$ cat src/core/rtu_frame_params.svh
`ifndef RTU_FRAME_PARAMS_SVH
`define RTU_FRAME_PARAMS_SVH

/*
 Register word indices, field codes, reset values and timing counts for
 the serial frame engine. Assumes a 50 MHz system clock.
*/

`define RTU_CLK_HZ          50000000
`define RTU_BAUD_DEFAULT    9600
`define RTU_HALF_BIT_CYCLES (`RTU_CLK_HZ / (2 * `RTU_BAUD_DEFAULT))

`define RTU_IDX_CTRL        3'h0
`define RTU_IDX_BAUD        3'h1
`define RTU_IDX_STATUS      3'h2
`define RTU_IDX_RXDATA      3'h3
`define RTU_IDX_TXDATA      3'h4

`define RTU_PAR_NONE        2'h0
`define RTU_PAR_EVEN        2'h1
`define RTU_PAR_ODD         2'h2

`define RTU_RST_DATA8       1'b1
`define RTU_RST_PARITY      `RTU_PAR_EVEN
`define RTU_RST_OWN_ADDR    8'h01
`define RTU_MAX_ADDR        8'hF7
`define RTU_BCAST_ADDR      8'h00

`define RTU_FUNC_READ       8'h03
`define RTU_FUNC_WRITE      8'h06

`define RTU_CRC_PRESET      16'hFFFF
`define RTU_CRC_POLY        16'hA001
`define RTU_MIN_FRAME       8'h06

`define RTU_GAP_MULT        8'h03
`define RTU_END_MULT        8'h07

`endif

$ cat src/core/rtu_frame_pkg.sv
/*
 Types shared by the serial frame engine: state enums and the packed
 carriers for configuration and status flags. No assumptions beyond
 a single clock domain.
*/
package rtu_frame_pkg;

	typedef enum logic [1:0] {R_IDLE, R_START, R_BITS, R_STOP} rx_state_e;
	typedef enum logic [1:0] {T_IDLE, T_WAIT, T_NEXT, T_SEND} tx_state_e;
	typedef enum logic [1:0] {PH_DATA, PH_CRC_LO, PH_CRC_HI} tx_phase_e;

	typedef struct packed {
		logic [7:0] own_addr;
		logic [1:0] parity;
		logic       data8;
	} ctrl_s;

	typedef struct packed {
		logic tx_refused;
		logic overrun;
		logic bcast;
		logic frame_ok;
		logic func_err;
		logic gap_err;
		logic short_err;
		logic crc_err;
		logic parity_err;
	} status_s;

endpackage

$ cat src/core/rtu_serial_frame_engine.sv
/*
 Slave-side RTU framing engine: character receive/transmit, silence
 based frame delimiting, address filter and CRC-16 check/generation,
 with an Avalon-MM register slave. Assumes one clock, synchronous reset
 and an external half-duplex line driver steered by rs485_tx_en.
*/
// Added by the designer: the Avalon-MM register port and the register offsets.
`timescale 1ns/1ps
`include "rtu_frame_params.svh"

module rtu_serial_frame_engine
	import rtu_frame_pkg::*;
#(
	parameter logic [15:0] HALF_BIT_CYC = 16'(`RTU_HALF_BIT_CYCLES)
) (
	input  wire logic        clk_sys,
	input  wire logic        srst,
	input  wire logic [2:0]  avs_address,
	input  wire logic        avs_read,
	input  wire logic        avs_write,
	input  wire logic [31:0] avs_writedata,
	output logic      [31:0] avs_readdata,
	output logic             avs_waitrequest,
	input  wire logic        rs485_rx,
	output logic             rs485_tx,
	output logic             rs485_tx_en
);

	function automatic logic [15:0] crc_byte(input logic [15:0] c,
		input logic [7:0] b);
		logic [15:0] r;
		r = c ^ {8'h00, b};
		for (int i = 0; i < 8; i++) begin
			if (r[0])
				r = (r >> 1) ^ `RTU_CRC_POLY;
			else
				r = r >> 1;
		end
		return r;
	endfunction

	function automatic logic par_bit(input logic [7:0] d,
		input logic [1:0] mode);
		return (mode == `RTU_PAR_EVEN) ? ^d : ~^d;
	endfunction

	ctrl_s       ctrl;
	logic [15:0] half_cyc;
	status_s     sticky;
	status_s     ev;
	logic [3:0]  nd;
	logic [3:0]  char_bits;
	logic [7:0]  t15_half;
	logic [7:0]  t35_half;
	logic [15:0] full_m1;
	logic        par_on;
	logic        rx_s1, rx_s2, rx_s3, rx_f;
	rx_state_e   rx_st;
	logic [15:0] rx_cnt;
	logic [3:0]  rx_idx;
	logic [7:0]  rx_sh;
	logic        rx_pbad;
	logic        rx_stb;
	logic [7:0]  rx_byte;
	logic        rx_byte_perr;
	logic [15:0] idle_cyc;
	logic [7:0]  idle_half;
	logic        in_frame, closed, addr_hit, bcast, fr_perr;
	logic [7:0]  fr_cnt;
	logic [15:0] fr_crc;
	logic        resp_allowed;
	logic        hit_now, rx_push;
	logic [7:0]  rx_hold;
	logic        rx_first, rx_valid;
	logic        ev_parity, ev_crc, ev_short, ev_gap, ev_func;
	logic        ev_ok, ev_bcast, ev_overrun, ev_txref;
	tx_state_e   tx_st;
	tx_phase_e   ph;
	logic [11:0] tx_sh;
	logic [11:0] tx_char;
	logic [7:0]  tx_src;
	logic [3:0]  tx_left;
	logic [15:0] tx_cnt;
	logic [15:0] tx_crc;
	logic        tx_last, tx_done;
	logic        hold_valid, hold_last, hold_take;
	logic [7:0]  hold_byte, hold_m;
	logic        wr_ok, rd_ok, tx_allow;
	logic [31:0] rd_mux;

	// character geometry: parity and stop bits always total two
	always_comb begin
		par_on    = (ctrl.parity != `RTU_PAR_NONE);
		nd        = ctrl.data8 ? 4'h8 : 4'h7;
		char_bits = nd + 4'h3;
		t15_half  = {4'h0, char_bits} * `RTU_GAP_MULT;
		t35_half  = {4'h0, char_bits} * `RTU_END_MULT;
		full_m1   = {half_cyc[14:0], 1'b0} - 16'h0001;
	end

	// only the second and third stages are compared
	always_ff @(posedge clk_sys) begin
		if (srst) begin
			rx_s1 <= 1'b1;
			rx_s2 <= 1'b1;
			rx_s3 <= 1'b1;
			rx_f  <= 1'b1;
		end else begin
			rx_s1 <= rs485_rx;
			rx_s2 <= rx_s1;
			rx_s3 <= rx_s2;
			if (rx_s2 == rx_s3)
				rx_f <= rx_s3;
		end
	end

	// receiver ignores its own echo while driving the line
	always_ff @(posedge clk_sys) begin
		rx_stb <= 1'b0;
		if (srst) begin
			rx_st        <= R_IDLE;
			rx_cnt       <= 16'h0000;
			rx_idx       <= 4'h0;
			rx_sh        <= 8'h00;
			rx_pbad      <= 1'b0;
			rx_byte      <= 8'h00;
			rx_byte_perr <= 1'b0;
		end else begin
			unique case (rx_st)
				R_IDLE: if (!rx_f && !rs485_tx_en) begin
					rx_st  <= R_START;
					rx_cnt <= half_cyc - 16'h0001;
				end
				R_START: if (rx_cnt == 16'h0000) begin
					if (rx_f) begin
						rx_st <= R_IDLE;
					end else begin
						rx_st   <= R_BITS;
						rx_cnt  <= full_m1;
						rx_idx  <= 4'h0;
						rx_sh   <= 8'h00;
						rx_pbad <= 1'b0;
					end
				end else begin
					rx_cnt <= rx_cnt - 16'h0001;
				end
				R_BITS: if (rx_cnt == 16'h0000) begin
					rx_cnt <= full_m1;
					rx_idx <= rx_idx + 4'h1;
					if (rx_idx < nd)
						rx_sh[rx_idx[2:0]] <= rx_f;
					else
						rx_pbad <= rx_f != par_bit(rx_sh, ctrl.parity);
					if (rx_idx == nd - 4'h1 + {3'h0, par_on})
						rx_st <= R_STOP;
				end else begin
					rx_cnt <= rx_cnt - 16'h0001;
				end
				R_STOP: if (rx_cnt == 16'h0000) begin
					// a low stop bit is not flagged; idle restarts on it
					rx_st        <= R_IDLE;
					rx_stb       <= 1'b1;
					rx_byte      <= rx_sh;
					rx_byte_perr <= rx_pbad;
				end else begin
					rx_cnt <= rx_cnt - 16'h0001;
				end
			endcase
		end
	end

	// line silence counted in half-bit units, saturating
	always_ff @(posedge clk_sys) begin
		if (srst || !rx_f || rx_st != R_IDLE || rs485_tx_en) begin
			idle_cyc  <= 16'h0000;
			idle_half <= 8'h00;
		end else if (idle_cyc == half_cyc - 16'h0001) begin
			idle_cyc <= 16'h0000;
			if (idle_half != 8'hFF)
				idle_half <= idle_half + 8'h01;
		end else begin
			idle_cyc <= idle_cyc + 16'h0001;
		end
	end

	always_comb begin
		hit_now = (rx_byte == ctrl.own_addr) ||
			(rx_byte == `RTU_BCAST_ADDR);
		rx_push = rx_stb && ((!in_frame || closed) ? hit_now : addr_hit);
	end

	// frame assembly; crc over the whole frame leaves zero when intact
	always_ff @(posedge clk_sys) begin
		ev_parity <= 1'b0;
		ev_crc    <= 1'b0;
		ev_short  <= 1'b0;
		ev_gap    <= 1'b0;
		ev_func   <= 1'b0;
		ev_ok     <= 1'b0;
		ev_bcast  <= 1'b0;
		if (srst) begin
			in_frame     <= 1'b0;
			closed       <= 1'b0;
			addr_hit     <= 1'b0;
			bcast        <= 1'b0;
			fr_perr      <= 1'b0;
			fr_cnt       <= 8'h00;
			fr_crc       <= `RTU_CRC_PRESET;
			resp_allowed <= 1'b0;
		end else begin
			if (tx_done)
				resp_allowed <= 1'b0;
			if (rx_stb) begin
				ev_parity <= rx_byte_perr;
				if (!in_frame || closed) begin
					ev_gap       <= in_frame;
					in_frame     <= 1'b1;
					closed       <= 1'b0;
					fr_cnt       <= 8'h01;
					fr_crc       <= crc_byte(`RTU_CRC_PRESET, rx_byte);
					addr_hit     <= hit_now;
					bcast        <= rx_byte == `RTU_BCAST_ADDR;
					fr_perr      <= rx_byte_perr;
					resp_allowed <= 1'b0;
				end else begin
					if (fr_cnt != 8'hFF)
						fr_cnt <= fr_cnt + 8'h01;
					fr_crc  <= crc_byte(fr_crc, rx_byte);
					fr_perr <= fr_perr | rx_byte_perr;
					if (fr_cnt == 8'h01 && addr_hit &&
						rx_byte != `RTU_FUNC_READ && rx_byte != `RTU_FUNC_WRITE)
						ev_func <= 1'b1;
				end
			end else if (in_frame && idle_half >= t35_half) begin
				in_frame <= 1'b0;
				closed   <= 1'b0;
				ev_short <= fr_cnt < `RTU_MIN_FRAME || fr_cnt[0];
				ev_crc   <= fr_crc != 16'h0000;
				if (addr_hit && !fr_perr && fr_crc == 16'h0000 &&
					fr_cnt >= `RTU_MIN_FRAME && !fr_cnt[0]) begin
					ev_ok        <= 1'b1;
					ev_bcast     <= bcast;
					resp_allowed <= !bcast;
				end
			end else if (in_frame && idle_half >= t15_half) begin
				closed <= 1'b1;
			end
		end
	end

	// single-byte receive holding register; set wins over read clear
	always_ff @(posedge clk_sys) begin
		ev_overrun <= 1'b0;
		if (srst) begin
			rx_hold  <= 8'h00;
			rx_first <= 1'b0;
			rx_valid <= 1'b0;
		end else if (rx_push) begin
			rx_hold    <= rx_byte;
			rx_first   <= !in_frame || closed;
			rx_valid   <= 1'b1;
			ev_overrun <= rx_valid && !(rd_ok &&
				avs_address == `RTU_IDX_RXDATA);
		end else if (rd_ok && avs_address == `RTU_IDX_RXDATA) begin
			rx_valid <= 1'b0;
		end
	end

	always_comb begin
		hold_m    = ctrl.data8 ? hold_byte : {1'b0, hold_byte[6:0]};
		hold_take = tx_st == T_NEXT && ph == PH_DATA && hold_valid;
		unique case (ph)
			PH_DATA:   tx_src = hold_m;
			PH_CRC_LO: tx_src = tx_crc[7:0];
			default:   tx_src = tx_crc[15:8];
		endcase
		tx_char = 12'hFFF;
		tx_char[0] = 1'b0;
		for (int i = 0; i < 8; i++) begin
			if (i < 7 || ctrl.data8)
				tx_char[i + 1] = tx_src[i];
		end
		if (par_on)
			tx_char[nd + 4'h1] = par_bit(tx_src, ctrl.parity);
	end

	// software late with the next byte stretches the frame: keep up
	always_ff @(posedge clk_sys) begin
		tx_done <= 1'b0;
		if (srst) begin
			tx_st       <= T_IDLE;
			ph          <= PH_DATA;
			tx_sh       <= 12'hFFF;
			tx_left     <= 4'h0;
			tx_cnt      <= 16'h0000;
			tx_crc      <= `RTU_CRC_PRESET;
			tx_last     <= 1'b0;
			rs485_tx    <= 1'b1;
			rs485_tx_en <= 1'b0;
		end else begin
			unique case (tx_st)
				T_IDLE: if (hold_valid) begin
					tx_st   <= T_WAIT;
					tx_last <= 1'b0;
				end
				T_WAIT: if (idle_half >= t35_half && rx_st == R_IDLE) begin
					tx_st       <= T_NEXT;
					rs485_tx_en <= 1'b1;
					tx_crc      <= `RTU_CRC_PRESET;
					ph          <= PH_DATA;
				end
				T_NEXT: if (ph != PH_DATA || hold_valid) begin
					tx_st    <= T_SEND;
					rs485_tx <= tx_char[0];
					tx_sh    <= tx_char >> 1;
					tx_left  <= char_bits - 4'h1;
					tx_cnt   <= full_m1;
					if (ph == PH_DATA) begin
						tx_crc  <= crc_byte(tx_crc, hold_m);
						tx_last <= hold_last;
					end
				end
				T_SEND: if (tx_cnt != 16'h0000) begin
					tx_cnt <= tx_cnt - 16'h0001;
				end else if (tx_left != 4'h0) begin
					rs485_tx <= tx_sh[0];
					tx_sh    <= tx_sh >> 1;
					tx_left  <= tx_left - 4'h1;
					tx_cnt   <= full_m1;
				end else begin
					unique case (ph)
						PH_DATA: begin
							tx_st <= T_NEXT;
							if (tx_last)
								ph <= PH_CRC_LO;
						end
						PH_CRC_LO: begin
							tx_st <= T_NEXT;
							ph    <= PH_CRC_HI;
						end
						default: begin
							tx_st       <= T_IDLE;
							ph          <= PH_DATA;
							rs485_tx_en <= 1'b0;
							tx_done     <= 1'b1;
						end
					endcase
				end
			endcase
		end
	end

	always_comb begin
		wr_ok    = avs_write && !avs_waitrequest;
		// clear where readdata is captured: a byte landing then survives
		rd_ok    = avs_read && avs_waitrequest;
		tx_allow = resp_allowed ||
			(tx_st != T_IDLE && ph == PH_DATA && !tx_last);
	end

	// writes to the transmit register outside a response are dropped
	always_ff @(posedge clk_sys) begin
		ev_txref <= 1'b0;
		if (srst) begin
			hold_valid <= 1'b0;
			hold_byte  <= 8'h00;
			hold_last  <= 1'b0;
		end else if (wr_ok && avs_address == `RTU_IDX_TXDATA) begin
			if (tx_allow) begin
				hold_valid <= 1'b1;
				hold_byte  <= avs_writedata[7:0];
				hold_last  <= avs_writedata[8];
			end else begin
				ev_txref <= 1'b1;
			end
		end else if (hold_take) begin
			hold_valid <= 1'b0;
		end
	end

	// format changes mid-frame corrupt the character in flight
	always_ff @(posedge clk_sys) begin
		if (srst) begin
			ctrl.data8    <= `RTU_RST_DATA8;
			ctrl.parity   <= `RTU_RST_PARITY;
			ctrl.own_addr <= `RTU_RST_OWN_ADDR;
			half_cyc      <= HALF_BIT_CYC;
		end else if (wr_ok && avs_address == `RTU_IDX_CTRL) begin
			ctrl.data8  <= avs_writedata[0];
			ctrl.parity <= avs_writedata[2:1];
			if (avs_writedata[15:8] != `RTU_BCAST_ADDR &&
				avs_writedata[15:8] <= `RTU_MAX_ADDR)
				ctrl.own_addr <= avs_writedata[15:8];
		end else if (wr_ok && avs_address == `RTU_IDX_BAUD &&
			avs_writedata[15:0] >= 16'h0002) begin
			half_cyc <= avs_writedata[15:0];
		end
	end

	always_comb begin
		ev = '{tx_refused: ev_txref, overrun: ev_overrun, bcast: ev_bcast,
			frame_ok: ev_ok, func_err: ev_func, gap_err: ev_gap,
			short_err: ev_short, crc_err: ev_crc, parity_err: ev_parity};
	end

	// write one to clear; a new event in the same cycle survives
	always_ff @(posedge clk_sys) begin
		if (srst)
			sticky <= '0;
		else if (wr_ok && avs_address == `RTU_IDX_STATUS)
			sticky <= (sticky & ~status_s'(avs_writedata[8:0])) | ev;
		else
			sticky <= sticky | ev;
	end

	always_comb begin
		unique case (avs_address)
			`RTU_IDX_CTRL:   rd_mux = {16'h0000, ctrl.own_addr, 5'h00,
				ctrl.parity, ctrl.data8};
			`RTU_IDX_BAUD:   rd_mux = {16'h0000, half_cyc};
			`RTU_IDX_STATUS: rd_mux = {21'h000000, in_frame,
				tx_st != T_IDLE, sticky};
			`RTU_IDX_RXDATA: rd_mux = {22'h000000, rx_valid, rx_first,
				rx_hold};
			`RTU_IDX_TXDATA: rd_mux = {22'h000000, resp_allowed, hold_valid,
				hold_byte};
			default:         rd_mux = 32'h00000000;
		endcase
	end

	// one wait state; transmit writes stall while the holding byte is full
	always_ff @(posedge clk_sys) begin
		if (srst) begin
			avs_waitrequest <= 1'b1;
			avs_readdata    <= 32'h00000000;
		end else if (avs_waitrequest && (avs_read || avs_write) &&
			!(avs_write && avs_address == `RTU_IDX_TXDATA && hold_valid)) begin
			avs_waitrequest <= 1'b0;
			avs_readdata    <= rd_mux;
		end else begin
			avs_waitrequest <= 1'b1;
		end
	end

endmodule

$ cat config.mk
export PLATFORM = sky130hd
export DESIGN_NAME = rtu_serial_frame_engine
export DESIGN_NICKNAME = d
export VERILOG_FILES = /design/src/core/rtu_frame_pkg.sv /design/src/core/rtu_serial_frame_engine.sv
export VERILOG_INCLUDE_DIRS = /design/src /design/src/core
export SDC_FILE = /design/constraint.sdc
export NUM_CORES = 1
export LEC_CHECK = 0
export BUFFER_PORTS_ARGS = -buffer_cell sky130_fd_sc_hd__buf_4
export CORE_MARGIN = 4
export CORE_UTILIZATION = 49
export DETAILED_ROUTE_END_ITERATION = 10
export GPL_TIMING_DRIVEN = 1
export PLACE_DENSITY_LB_ADDON = 0.12
export SLEW_MARGIN = 0
export SYNTH_ARGS = -nofsm -noshare
export SYNTH_HDL_FRONTEND = slang
export SYNTH_SLANG_ARGS = --single-unit
$ cat constraint.sdc
create_clock -name clk_sys -period 2.8 [get_ports clk_sys]
set_input_delay 0.56 -clock clk_sys [delete_from_list [all_inputs] [get_ports clk_sys]]
set_output_delay 0.56 -clock clk_sys [all_outputs]
set_load 0.02 [all_outputs]
== Word-level counts from Yosys, hierarchy flattened ==
Cells that the tools add are included.
Operators by class
  add/subtract/negate cells: 14
  multipliers: 2
  order comparisons: 11
  equal/unequal tests: 44
  multiplexer cells: 206
  bitwise logic cells: 41
  reduce and logical (&&, ||, !) cells: 113
Operator list (count)
  2-to-1 mux 16 bit: 106
  one-hot mux 16 bit (5 select lines): 1
  NOT 2 -> 3 bit: 24
  one-hot mux 16 bit (2 select lines): 2
  one-hot mux 16 bit (4 select lines): 1
  subtractor 16 x 1 -> 16 bit (second input constant): 4
  2-to-1 mux 8 bit: 7
  2-to-1 mux 12 bit: 4
  2-to-1 mux 1 bit: 44
  logical AND 1 bit: 32
  zero test 16 bit: 2
  2-to-1 mux 2 bit: 16
  inequality test 2 bit (second input constant): 16
  one-hot mux 8 bit (2 select lines): 2
  nonzero test 16 bit: 2
  XOR 16 x 8 -> 16 bit: 2
  AND reduction 5 bit: 6
  2-to-1 mux 4 bit: 7
  nonzero test 2 bit: 13
  one-hot mux 12 bit (2 select lines): 1
  AND reduction 2 bit: 10
  bitwise OR 9 bit: 2
  adder 16 x 1 -> 16 bit (second input constant): 1
  adder 8 x 1 -> 8 bit (second input constant): 2
  62 further kinds: 124
Storage, ports and cells
  register bits after elaboration: 253
  bits of input ports: 40
  output and inout port bits: 35

== Logic depth before layout (Yosys ltp) ==
  depth in word-level cells: 49
  gate-level depth with buffers: 11
  mapped depth without buffers: 10

== Worst setup path before layout ==
Ideal clock, no wire load.
  path kind: flip-flop to flip-flop
  from: register half_cyc[0]
  to: register idle_cyc[10]
  library setup time: 134 ps
  arrival: 2493 ps
  setup slack: 172 ps
  stages on the path, launching flop included: 12
  buffers on the path: 2
  clock period less this slack: 2628 ps
  cells stage by stage: dfxtp_1 > buf_4 > inv_1 > ha_1 > nor3b_2 > nand3_1 > xor2_1 > xor2_1 > nand4_2 > nor4_4 > buf_6 > nor3_1
On the way
  cells in the longest elaborated chain, start to end: 3
Ends and longest elaborated chain
  from (decl): RTL line rtu_serial_frame_engine.sv:48  | logic [15:0] half_cyc;
  from (signal assigned): RTL line rtu_serial_frame_engine.sv:396  | half_cyc <= avs_writedata[15:0];
  subtractor 16 x 1 -> 16 bit: RTL line rtu_serial_frame_engine.sv:177  | end else if (idle_cyc == half_cyc - 16'h0001) begin
  equality test 16 bit: RTL line rtu_serial_frame_engine.sv:177
  OR reduction 2 bit (no line)
  to (signal assigned): RTL line rtu_serial_frame_engine.sv:182  | idle_cyc <= idle_cyc + 16'h0001;
  to (decl): RTL line rtu_serial_frame_engine.sv:66  | logic [15:0] idle_cyc;
No other way between the ends.
A chain may end at the register's enable or synchronous reset.

== Final worst setup path ==
  from: register half_cyc[0]
  to: register idle_cyc[3]
The elaborated chain is that of the path after synthesis.

==> metrics <==
post-route ant nets 0; library cell with the largest summed area after synthesis sky130_fd_sc_hd__dfxtp_1; sum of net half-perimeters after detailed placement 24800 um; count of H-tree levels built during CTS 1; data required time at the worst endpoint 3.21 ns; most instantiated flip-flop cell in the synthesis netlist sky130_fd_sc_hd__dfxtp_1; crit path capture type flip-flop; fill cell count 2405; register area share after synthesis 36.8%; post-layout instance count excluding filler cells 1977; Chip Height 170 um; finished layout cell area 0.0146 sq mm; commonest cells after routing, fill and taps aside sky130_fd_sc_hd__dfxtp_1 (235), sky130_fd_sc_hd__nor2_1 (194), sky130_fd_sc_hd__nand2_1 (160), sky130_fd_sc_hd__a21oi_1 (122); relative contribution of sequential cells to total power 42.5%; TritonCTS clock tree built; latest clock arrival within the worst-skew pair 0.54 ns; number of warnings issued by yosys 0; total global routing overflow 0; final hold vios 0; most common cell after layout, fill and taps aside sky130_fd_sc_hd__dfxtp_1; crit path launch half_cyc[0]$_SDFFE_PP0P_; hold path startpoint rs485_rx; antenna cell count 0; RSZ-0062 raised after global routing no; largest driver fanout on the critical path 16; total leakage power 5.58 nW; floorplan die width 170 um; clock transition at the register clock pins on the worst setup and hold paths after CTS 0.06 ns; buffer type at the clock tree root sky130_fd_sc_hd__clkbuf_16; Distinct cells, synth 73; CTS max path bufs 3; Hold Path Sink rx_s1$_SDFF_PP1_; VDD IR-drop max 0.556 mV; standard-cell row count 59; cell internal power dissipation 6.09 mW; core box area 0.0260 sq mm; nature of the critical path startpoint flip-flop; GR Util met3 3.07%; IO Count 75; depth of the worst hold-timing path 2; pre-CTS WS 0.126 ns; global placer's final weighted congestion 0.860; CTS Sinks 237; launch point of the worst reg-to-reg path half_cyc[0]$_SDFFE_PP0P_; met1 track demand over resource in global routing 33.4%; CTS Hold Bufs 0; combinational power share 11.7%; IO Port Bufs 42; total negative slack for setup checks 0 ns; proportion of synthesized flip-flops having asynchronous set or reset 0%; clock network fraction of total power 45.8%; Overall Global Routing Usage 23.3%; WP data arrival 2.98 ns; multi-input logic area 0.00756 sq mm; power density over the cells 560 mW/mm^2; area growth from synthesis to final layout 13.2%; Pins Over Slew Limit 0; final setup fails 0; register-to-register path setup slack 0.24 ns; DRT iter0 DRCs 742; die outline area 0.0290 sq mm; critical path class reg -> reg; global-route wire length before repair 55600 um; area used by sequential logic in the layout 0.00475 sq mm; count of flip-flops with a built-in enable after synthesis 0; total design power 8.18 mW; reg2reg end idle_cyc[3]$_SDFF_PP0_; Avg Cell Area, Syn 8.10 sq um; detailed-route vias per instance 5.71; Seq cells post-synth 237; nets@finish 1698; number of cells after detailed placement 1927; number of antenna violations at the first check in global routing 0; number of global-route vias before repair 10327; pin count of the biggest net entering global routing 50; fin crit period 2.56 ns; max_slew headroom 25.3%; met2 GRT Util 37.0%; switching power summed over all nets 2.08 mW; summed instance area of the synthesized netlist 0.0129 sq mm; Pre-Repair DR Iteration Count 5; length in cells of the worst reg-to-reg path 11; sw frac 25.5%; class of the tightest hold or removal check in -> reg; worst setup skew after layout 0.0160 ns; layer with the highest usage met2; post-synthesis instance total 1592; wire length reported by the detailed router 34600 um; result of the run finished clean; highest clock rate 390 MHz; share of post-route cells with drive strength above 1 11.3%; top-area cell type share of the netlist area 36.8%; routed via count 11289; routed length per placed instance 17.5 um; DRC violations left 0; leading post-synthesis cells by cell area sky130_fd_sc_hd__dfxtp_1 (37%), sky130_fd_sc_hd__xnor2_1 (6.5%), sky130_fd_sc_hd__nor2_1 (5.6%), sky130_fd_sc_hd__mux2i_1 (4.8%), sky130_fd_sc_hd__a21oi_1 (4.8%); setup slack of the critical path after layout 0.237 ns; final period utilization 91.5%; Least-Margin Pin Slew 1.12 ns; number of buffers created by CTS 28; max cap viols 0; cell area after placement 0.0136 sq mm; effective utilization at floorplan 49.6%
[logic make-up after synthesis]
kind of cell,synth area share [%]
flops,36.8
other cells,0.0291
fa+ha+maj,3.40
simple gates,23.2
mux,5.42
compound gates,15.5
buf+inv,5.13
xor+xnor,10.6
[synthesized netlist by cell type, types with 5 or more instances]
master	number
sky130_fd_sc_hd__a22oi_1	36
sky130_fd_sc_hd__o21a_1	5
sky130_fd_sc_hd__o221ai_1	9
sky130_fd_sc_hd__nand4_1	11
sky130_fd_sc_hd__nor2_1	194
sky130_fd_sc_hd__nand3_1	54
sky130_fd_sc_hd__inv_1	38
sky130_fd_sc_hd__mux2_2	5
sky130_fd_sc_hd__a21oi_1	123
sky130_fd_sc_hd__a211oi_1	14
sky130_fd_sc_hd__xor2_1	50
sky130_fd_sc_hd__o22ai_1	8
sky130_fd_sc_hd__xnor2_1	95
sky130_fd_sc_hd__clkbuf_1	80
sky130_fd_sc_hd__dfxtp_1	237
sky130_fd_sc_hd__or2_2	6
sky130_fd_sc_hd__or4_1	6
sky130_fd_sc_hd__o21ai_0	93
sky130_fd_sc_hd__nor2b_1	9
sky130_fd_sc_hd__nand2_1	160
sky130_fd_sc_hd__and2_1	8
sky130_fd_sc_hd__buf_2	10
sky130_fd_sc_hd__or3_1	12
sky130_fd_sc_hd__and3_1	19
sky130_fd_sc_hd__nor3b_1	9
sky130_fd_sc_hd__nor4_1	23
sky130_fd_sc_hd__ha_1	35
sky130_fd_sc_hd__buf_4	17
sky130_fd_sc_hd__nand2b_1	6
sky130_fd_sc_hd__mux2i_1	62
sky130_fd_sc_hd__o211ai_1	6
sky130_fd_sc_hd__nor3_1	68
[area by class of cell]
cell class | count | area share, %
well taps | 335 | 2.87
clock inverters | 10 | 0.874
inverters | 40 | 1.03
repair buffers | 98 | 5.30
clock buffers | 39 | 5.64
multi-input cells | 1218 | 51.8
flip-flops and latches | 237 | 32.5
[critical path, stage by stage (launching register included)]
cell and delay [ns]:
sky130_fd_sc_hd__dfxtp_2 0.35, sky130_fd_sc_hd__inv_1 0.09, sky130_fd_sc_hd__ha_1 0.17, sky130_fd_sc_hd__nor3b_2 0.27, sky130_fd_sc_hd__nand3_1 0.24, sky130_fd_sc_hd__xnor2_1 0.19, sky130_fd_sc_hd__o21ai_0 0.20, sky130_fd_sc_hd__nand4_2 0.12
sky130_fd_sc_hd__buf_4 0.20, sky130_fd_sc_hd__nor4_4 0.26, sky130_fd_sc_hd__buf_4 0.27, sky130_fd_sc_hd__nor3_1 0.07
[how the worst max path moves through the flow]
stage / to / slack, ns
after floorplan: idle_cyc[10]$_SDFF_PP0_ / 0.17
final: idle_cyc[3]$_SDFF_PP0_ / 0.24
after global routing: idle_half[1]$_SDFFE_PP0P_ / 0.02
after global placement: idle_half[5]$_SDFFE_PP0P_ / 0.16
after CTS: idle_cyc[1]$_SDFF_PP0_ / 0.13
after detailed placement: idle_cyc[9]$_SDFF_PP0_ / 0.13
[metrics by stage]
step / hold slack, ns / util (%)
2_1_floorplan: 0.389 / -
3_3_place_gp: 0.396 / 52.5
3_5_place_dp: 0.409 / 52.5
4_1_cts: 0.184 / 56.1
5_1_grt: 0.199 / 56.2
6_report: 0.200 / 56.2
[repair_timing]
item / in CTS / in global routing
gates resized for setup: 0 / 3
buffers inserted: 0 / 1
endpoints found under the setup margin: 0 / 27
[routing by layer]
| layer | wire (um) | vias up |
|---|---|---|
| li1 | - | 5584 |
| met1 | 16500 | 5368 |
| met2 | 15500 | 273 |
| met3 | 1640 | 64 |
| met4 | 882 | 0 |
| met5 | 0 | - |
[registers in the layout (all words and copies together), names as in the netlist, 8 cells and up, named ones only]
signal,count
avs_readdata,16
ctrl,11
fr_cnt,8
fr_crc,16
half_cyc,16
hold_byte,8
idle_cyc,16
idle_half,8
rx_byte,8
rx_cnt,16
rx_hold,8
rx_sh,8
sticky,9
tx_cnt,16
tx_crc,16
tx_sh,12
[power groups by stage]
stage | clock, mW | sequential [mW] | combinational [mW]
floorplan | 0 | 3.54 | 0.663
global placement | 0 | 3.54 | 0.927
detailed placement | 0 | 3.55 | 0.939
CTS | 3.81 | 3.47 | 0.944
global route | 3.96 | 3.48 | 1.05
finish | 3.75 | 3.48 | 0.956
Power figures use the tool's default switching activity.
